$ cat config.mk
export PLATFORM = sky130hd
export DESIGN_NAME = display_audio_link_codec_port
export DESIGN_NICKNAME = d
export VERILOG_FILES = /design/src/logic/audio_link_pkg.sv /design/src/logic/display_audio_link_codec_port.sv /design/src/logic/link_sampler.sv
export SDC_FILE = /design/constraint.sdc
export NUM_CORES = 1
export LEC_CHECK = 0
export BUFFER_PORTS_ARGS = -buffer_cell sky130_fd_sc_hd__buf_2
export CAP_MARGIN = 0
export CORE_ASPECT_RATIO = 0.6
export CORE_MARGIN = 10
export CORE_UTILIZATION = 49
export CTS_CLUSTER_DIAMETER = 80
export DETAILED_ROUTE_END_ITERATION = 10
export PLACE_DENSITY = 0.72
export SLEW_MARGIN = 20
export SYNTH_ARGS = -nofsm -noshare
export SYNTH_HDL_FRONTEND = slang
export SYNTH_SLANG_ARGS = --single-unit
$ cat constraint.sdc
create_clock -name ref_clk_in -period 4.1 [get_ports ref_clk_in]
set_input_delay 0.41 -clock ref_clk_in [delete_from_list [all_inputs] [get_ports ref_clk_in]]
set_output_delay 0.41 -clock ref_clk_in [all_outputs]
set_load 0.005 [all_outputs]
$ cat src/logic/audio_link_pkg.sv
// constants and types of the codec-side audio link port
// Overview of operation
// [RULE1] controller sources the 24.00 MHz link bit clock to every codec; the bench controller model drives it with an 80 ns period (12.5 MHz)
// [RULE2] link reset low returns all link logic to its power-on state
// [RULE3] frame sync marks frame boundaries and carries outbound stream tags
// [RULE4] device drives inbound data one bit per bit clock, sampled on rise
// [RULE5] outbound data is sampled on both bit clock edges
// [RULE6] frames are parsed only after a valid frame sync pulse is seen
package audio_link_pkg;

    // ****************************************
    // link figures
    // ****************************************
    localparam int BIT_CLOCK_KHZ = 24000;
    localparam int WORD_BITS     = 16;
    localparam int TAG_BITS      = 4;
    localparam int SYNC_BITS     = 8;
    localparam int SYNC_CNT_W    = 4;
    localparam int WORD_CNT_W    = 5;

    // sync patterns, first bit oldest
    localparam logic [SYNC_BITS-1:0] FRAME_MARK = 8'hF0;
    localparam logic [TAG_BITS-1:0]  TAG_LEAD   = 4'hF;

    localparam logic [SYNC_CNT_W-1:0] SYNC_LAST = 4'h8;
    localparam logic [WORD_CNT_W-1:0] WORD_LAST = 5'h10;

    // ****************************************
    // types
    // ****************************************
    typedef enum logic [0:0] {
        WAIT_SYNC,
        LOCKED
    } link_state_t;

    // synchronised link pins and bit clock edges
    typedef struct packed {
        logic reset_n;
        logic sync;
        logic sdo;
        logic rise;
        logic fall;
    } link_pins_t;

    typedef struct packed {
        link_state_t             state;
        logic                    sync_prev;
        logic [SYNC_CNT_W-1:0]   sync_cnt;
        logic [SYNC_BITS-1:0]    sync_hist;
        logic                    frame_start;
        logic [TAG_BITS-1:0]     tag;
        logic                    tag_valid;
        logic [WORD_BITS-1:0]    out_sh;
        logic [WORD_CNT_W-1:0]   out_cnt;
        logic [WORD_BITS-1:0]    out_word;
        logic                    out_valid;
        logic [WORD_BITS-1:0]    in_sh;
        logic [WORD_CNT_W-1:0]   in_left;
        logic                    in_taken;
        logic                    sdi;
        logic                    sdi_oe;
    } port_state_t;

endpackage : audio_link_pkg

$ cat src/logic/display_audio_link_codec_port.sv
// codec end of the serial audio link: framing, tags, outbound and inbound data
module display_audio_link_codec_port
(
    input  wire logic        ref_clk_in,
    input  wire logic        rst_in,
    input  wire logic        link_bit_clock_in,
    input  wire logic        link_reset_n_in,
    input  wire logic        link_frame_sync_in,
    input  wire logic        link_outbound_serial_in,
    input  wire logic        link_inbound_serial_in,
    output logic             link_inbound_serial_out,
    output logic             link_inbound_serial_oe_out,
    input  wire logic [15:0] inbound_word_in,
    output logic             inbound_taken_out,
    output logic             locked_out,
    output logic             frame_start_out,
    output logic [3:0]       stream_tag_out,
    output logic             stream_tag_valid_out,
    output logic [15:0]      outbound_word_out,
    output logic             outbound_word_valid_out
);

    // ****************************************
    // pin sampling
    // ****************************************
    audio_link_pkg::link_pins_t  pins;
    audio_link_pkg::port_state_t st_r;
    audio_link_pkg::port_state_t st_nxt;
    logic                        link_rst;
    logic [7:0]                  hist_next;
    logic                        sync_done;

    link_sampler u_sampler
    (
        .ref_clk_in   (ref_clk_in),
        .rst_in       (rst_in),
        .bit_clock_in (link_bit_clock_in),
        .reset_n_in   (link_reset_n_in),
        .sync_in      (link_frame_sync_in),
        .sdo_in       (link_outbound_serial_in),
        .pins_out     (pins)
    );

    // link reset pin and local reset both clear the link logic [RULE2]
    assign link_rst  = rst_in | ~pins.reset_n;
    assign hist_next = {st_r.sync_hist[6:0], pins.sync};
    assign sync_done = pins.fall
                     && st_r.sync_cnt == audio_link_pkg::SYNC_LAST - 4'h1;

    // ****************************************
    // next state
    // ****************************************
    always_comb
    begin
        st_nxt             = st_r;
        st_nxt.frame_start = 1'h0;
        st_nxt.tag_valid   = 1'h0;
        st_nxt.out_valid   = 1'h0;
        st_nxt.in_taken    = 1'h0;

        // outbound bits taken on both edges of the bit clock [RULE5]
        if (st_r.state == audio_link_pkg::LOCKED && (pins.rise || pins.fall))
        begin
            st_nxt.out_sh  = {st_r.out_sh[14:0], pins.sdo};
            st_nxt.out_cnt = st_r.out_cnt + 5'h1;
            if (st_r.out_cnt == audio_link_pkg::WORD_LAST - 5'h1)
            begin
                st_nxt.out_word  = {st_r.out_sh[14:0], pins.sdo};
                st_nxt.out_valid = 1'h1;
                st_nxt.out_cnt   = 5'h0;
            end
        end

        // inbound bit changes after a rise, held for one period [RULE4]
        if (st_r.state == audio_link_pkg::LOCKED && pins.rise)
        begin
            if (st_r.in_left != 5'h0)
            begin
                st_nxt.sdi     = st_r.in_sh[15];
                st_nxt.in_sh   = {st_r.in_sh[14:0], 1'h0};
                st_nxt.in_left = st_r.in_left - 5'h1;
            end
            else
            begin
                st_nxt.sdi = 1'h0;
            end
        end

        // sync is collected on falling edges, away from its own change;
        // a sync rise inside a pattern is a pattern bit, not a new start
        if (pins.fall)
        begin
            st_nxt.sync_prev = pins.sync;
            if (st_r.sync_cnt != 4'h0)
            begin
                st_nxt.sync_hist = hist_next;
                st_nxt.sync_cnt  = st_r.sync_cnt + 4'h1;
            end
            else if (!st_r.sync_prev && pins.sync)
            begin
                st_nxt.sync_cnt  = 4'h1;
                st_nxt.sync_hist = 8'h01;
            end
        end

        // whole sync pattern seen: frame boundary or stream tag [RULE3]
        if (sync_done)
        begin
            st_nxt.sync_cnt = 4'h0;
            case (st_r.state)
                audio_link_pkg::WAIT_SYNC:
                begin
                    // parsing starts only at a valid frame mark [RULE6]
                    if (hist_next == audio_link_pkg::FRAME_MARK)
                    begin
                        st_nxt.state = audio_link_pkg::LOCKED;
                    end
                end
                audio_link_pkg::LOCKED:
                begin
                    if (hist_next[7:4] == audio_link_pkg::TAG_LEAD
                        && hist_next != audio_link_pkg::FRAME_MARK)
                    begin
                        st_nxt.tag       = hist_next[3:0];
                        st_nxt.tag_valid = 1'h1;
                    end
                end
                default:
                begin
                    st_nxt.state = audio_link_pkg::WAIT_SYNC;
                end
            endcase
            if (hist_next == audio_link_pkg::FRAME_MARK)
            begin
                st_nxt.frame_start = 1'h1;
                st_nxt.out_cnt     = 5'h0;
                st_nxt.in_sh       = inbound_word_in;
                st_nxt.in_left     = audio_link_pkg::WORD_LAST;
                st_nxt.in_taken    = 1'h1;
            end
        end

        st_nxt.sdi_oe = (st_nxt.state == audio_link_pkg::LOCKED);
    end

    // ****************************************
    // state register
    // ****************************************
    always_ff @(posedge ref_clk_in)
    begin
        if (link_rst)
        begin
            st_r <= '0;
        end
        else
        begin
            st_r <= st_nxt;
        end
    end

    assign link_inbound_serial_out    = st_r.sdi;
    assign link_inbound_serial_oe_out = st_r.sdi_oe;
    assign inbound_taken_out          = st_r.in_taken;
    assign locked_out                 = st_r.state == audio_link_pkg::LOCKED;
    assign frame_start_out            = st_r.frame_start;
    assign stream_tag_out             = st_r.tag;
    assign stream_tag_valid_out       = st_r.tag_valid;
    assign outbound_word_out          = st_r.out_word;
    assign outbound_word_valid_out    = st_r.out_valid;
endmodule : display_audio_link_codec_port

$ cat src/logic/link_sampler.sv
// two-stage synchronisers for the link pins and bit clock edge finder
module link_sampler
(
    input  wire logic                     ref_clk_in,
    input  wire logic                     rst_in,
    input  wire logic                     bit_clock_in,
    input  wire logic                     reset_n_in,
    input  wire logic                     sync_in,
    input  wire logic                     sdo_in,
    output audio_link_pkg::link_pins_t    pins_out
);

    // ****************************************
    // synchronisers
    // ****************************************
    logic [3:0] stage1_r;
    logic [3:0] stage2_r;
    logic       clk_prev_r;

    always_ff @(posedge ref_clk_in)
    begin
        if (rst_in)
        begin
            stage1_r   <= 4'h0;
            stage2_r   <= 4'h0;
            clk_prev_r <= 1'h0;
        end
        else
        begin
            stage1_r   <= {bit_clock_in, reset_n_in, sync_in, sdo_in};
            stage2_r   <= stage1_r;
            clk_prev_r <= stage2_r[3];
        end
    end

    always_comb
    begin
        pins_out.reset_n = stage2_r[2];
        pins_out.sync    = stage2_r[1];
        pins_out.sdo     = stage2_r[0];
        pins_out.rise    = stage2_r[3] & ~clk_prev_r;
        pins_out.fall    = ~stage2_r[3] & clk_prev_r;
    end

endmodule : link_sampler

==> results.cfg <==
[cts]
number_of_buffers_inserted_to_repair_setup_after_cts = 0
clock_tree.buffer_depth = 2
cts_num_sinks = 87
clkSlewWorstSetupHoldPaths_ns = 0.06
ctsHtreeMaxLevel = 3
post_cts_resized = 0
hold_buffers = 0
clock_insertion_delay_at_the_later_pin_of_the_skew_report_ns = 0.33
clockRootBuffer = sky130_fd_sc_hd__clkbuf_16
cts_inserted_buffers = 9
tritoncts = built

[critical_path]
cp.arrival_ns = 2.75
worst_r2r_path_depth = 6
crit_path_max_incr_delay_ns = 0.97
worstSetupStartpointType = flip-flop
timing.rr.end = outbound_word_out[7]
crit_slowest_cell = sky130_fd_sc_hd__nor2_1
path_buf_inv = 1
worst-r2r-setup-slack_ns = 1.58
cell_chain_of_the_critical_path = inv_1, ha_1, nand2b_1, nor2_1, nand2_1, a21oi_1
critical_path.reg2reg.startpoint = u_sampler.clk_prev_r
required_worst_endpoint_ns = 4.33
critPathCaptureType = flip-flop
path_delay_family = simple AND/OR/NAND/NOR gates
timing.critical_path.fanout_max = 20
timing.setup.critical_path_class = reg2reg

[timing]
transition_time_of_the_tightest_slew_check_pin_ns = 1.06
min_period_over_period_pct = 61.4
total_negative_slack_for_setup_checks_ns = 0
achievable-frequency_mhz = 397
setup_ws_ns = 1.58
setup-violations-final = 0
setup_repair_after_global_routing_missed_its_margin = false
maxSlewHeadroom_pct = 28.9
worst_clock_skew_ns = 0.00679
final.min_clock_period_ns = 2.52
hold_violations = 0
timing_max_transition_violations_final = 0

[route]
route.detailed.wl_per_inst_um = 13.1
detail_route.drc_violations = 0
firstDrtPassIters = 4
vias_after_detailed_routing = 2681
postRouteAntennaNets = 0
drt_first_iter_violations = 152
via_per_inst = 5.11
wl_mm = 6.85

[min_path]
path_category_of_the_worst_min_delay_check = in2reg
hold-path-endpoint = u_sampler.stage1_r[3]
holdPathStages = 2
holdCritStartpoint = link_bit_clock_in

[yosys]
synth_cell_types = 40
synth_cells = 418
ys_seq_elements = 87
async_reset_ff_share_pct = 0
post_synth_edffs = 0
yosysSeqAreaShare_pct = 49.5
yosys_warnings = 0
post_synth_top_flop = sky130_fd_sc_hd__dfxtp_1
avgSynthCellArea_um2 = 8.42
post_synthesis_net_count = 447
mappedNetlistArea_um2 = 3520

[final_layout]
cell_area_after_layout_um2 = 3880
synthToLayoutAreaGrowth_pct = 10.4
final_cells = 525
drive_gt1_share_pct = 18.7
num_antenna_cells = 0
final_nets = 462

[grt]
wire_length_of_the_first_global_routing_pass_mm = 11.5
antenna_found_initial = 0
grt_util_all_layers_pct = 12.6
globalRouteOverflowTotal = 0
first_global_vias = 2498
grt_start_max_net_pins = 51

[pwr]
ir_drop_mv = 0.321
total_leakage_power_nw = 1.32
finalPower_w = 0.00163
pwr_density_cell_nw_per_um2 = 419

[run_status]
run_status = finished, final reports clean

[placement]
place_area_um2 = 3610
detailedPlace.worstSlack_ns = 1.55
place_inst = 509
globalplace.congestion = 0.786
port_buffers = 48
detailed_place_hpwl_mm = 4.71

[flow_run]
cap_viol_max_count = 0

[floorplanning]
start_util_pct = 51.6
rows = 23
io-pin-count = 50
design.core.area_um2 = 6820
die_y_um = 85.7
die_area_um2 = 11100
fp.dieW_um = 129
[worst max path at each step]
stage	from	endpoint	slack, ns	cells past startpoint
after floorplan	u_sampler.clk_prev_r	outbound_word_out[7]	2.26	8
after global placement	u_sampler.clk_prev_r	outbound_word_out[8]	1.63	6
after detailed placement	u_sampler.clk_prev_r	outbound_word_out[7]	1.55	6
after CTS	u_sampler.clk_prev_r	outbound_word_out[7]	1.54	6
after global routing	u_sampler.clk_prev_r	outbound_word_out[14]	1.32	6
final	u_sampler.clk_prev_r	outbound_word_out[7]	1.58	6
[through the flow]
| stage | hold slack (ns) | util [%] |
|---|---|---|
| after floorplan | 0.414 | - |
| after global placement | 0.420 | 52.9 |
| after detailed placement | 0.429 | 52.9 |
| after CTS | 0.281 | 57.0 |
| after global routing | 0.285 | 57.0 |
| final | 0.295 | 57.0 |
[final cells by class]
| type | count | area, um^2 |
|---|---|---|
| tap | 87 | 109 |
| multi-input combinational | 278 | 1480 |
| inverter | 7 | 26.3 |
| clock buffer | 13 | 260 |
| sequential | 87 | 1740 |
| timing repair buffer | 50 | 255 |
| clock inverter | 3 | 17.5 |
| fill | 647 | 2940 |
[report_power, final]
| part | switching (W) | leakage, nW | internal [W] |
|---|---|---|---|
| Sequential | 0.00000183 | 0.702 | 0.000849 |
| Clock | 0.000306 | 0.136 | 0.000442 |
| Combinational | 0.0000151 | 0.480 | 0.0000131 |
| Total | 0.000322 | 1.32 | 0.00130 |
[layout by cell type, fill, tap and decap left out, types with 3 or more instances in the layout]
cell and instances:
sky130_fd_sc_hd__mux2i_1 6, sky130_fd_sc_hd__inv_1 7, sky130_fd_sc_hd__o21ai_1 9, sky130_fd_sc_hd__nor2_1 24
sky130_fd_sc_hd__buf_2 48, sky130_fd_sc_hd__ha_1 6, sky130_fd_sc_hd__nand2_1 95, sky130_fd_sc_hd__o21ai_2 7
sky130_fd_sc_hd__xor2_1 3, sky130_fd_sc_hd__nand3_1 9, sky130_fd_sc_hd__nor2b_1 10, sky130_fd_sc_hd__dfxtp_1 87
sky130_fd_sc_hd__clkbuf_16 9, sky130_fd_sc_hd__a21oi_1 75
[Yosys cell counts (2+ instances only)]
master                     instances  share of area [%]
sky130_fd_sc_hd__nand2_1          95                 10
sky130_fd_sc_hd__dfxtp_1          87                 49
sky130_fd_sc_hd__a21oi_1          75                 11
sky130_fd_sc_hd__nor2_1           24                2.6
sky130_fd_sc_hd__buf_4            22                4.7
sky130_fd_sc_hd__clkbuf_1         18                1.9
sky130_fd_sc_hd__nor2b_1          11                2.0
sky130_fd_sc_hd__nand3_1           9                1.3
sky130_fd_sc_hd__o21ai_1           9                1.3
sky130_fd_sc_hd__inv_1             7               0.75
sky130_fd_sc_hd__o21ai_2           7                1.7
sky130_fd_sc_hd__ha_1              6                2.1
sky130_fd_sc_hd__mux2i_1           6                1.7
sky130_fd_sc_hd__buf_2             3               0.43
sky130_fd_sc_hd__buf_6             3               0.96
sky130_fd_sc_hd__nand2b_1          3               0.53
sky130_fd_sc_hd__xor2_1            3               0.75
sky130_fd_sc_hd__a211oi_1          2               0.43
sky130_fd_sc_hd__nand4_1           2               0.36
sky130_fd_sc_hd__nand4b_1          2               0.50
sky130_fd_sc_hd__nor4_1            2               0.36
sky130_fd_sc_hd__o41ai_1           2               0.50
sky130_fd_sc_hd__or2_2             2               0.36
sky130_fd_sc_hd__or3b_2            2               0.50
[flip-flops by register name, summed over array words and instances, names as in the netlist]
register,count
st_r,46
u_sampler.stage1_r,4
hist_next,7
u_sampler.stage2_r,4
stream_tag_out,4
frame_start_out,1
link_inbound_serial_out,1
stream_tag_valid_out,1
link_inbound_serial_oe_out,1
outbound_word_valid_out,1
u_sampler.clk_prev_r,1
outbound_word_out,16
[worst register-to-register path: cells and delay by family, from the launching register on]
family / cells / cell delay [ns]
AO/OA/AOI/OAI: 1 / 0.17
AND/OR/NAND/NOR: 3 / 1.58
adder cells (fa/ha/maj): 1 / 0.30
flip-flops: 1 / 0.33
buffers and inverters: 1 / 0.04
[cell families (layout without fill, tap and decap cells)]
kind of cell	count (synthesis)	in the layout	synth area share (%)
compound gates	100	100	15.7
mux	6	6	1.71
flops	87	87	49.5
fa+ha+maj	6	6	2.13
xor+xnor	4	4	0.996
simple gates	162	162	21.2
buf+inv	53	73	8.74
[layer usage]
layer,track usage [%],vias up,wire length (um)
met5,0,-,0
met4,3.76,0,44
met3,5.35,5,509
met2,19.0,58,2960
met1,15.9,1212,3340
li1,-,1406,-
No activity file was read; power rests on OpenSTA's default activity.
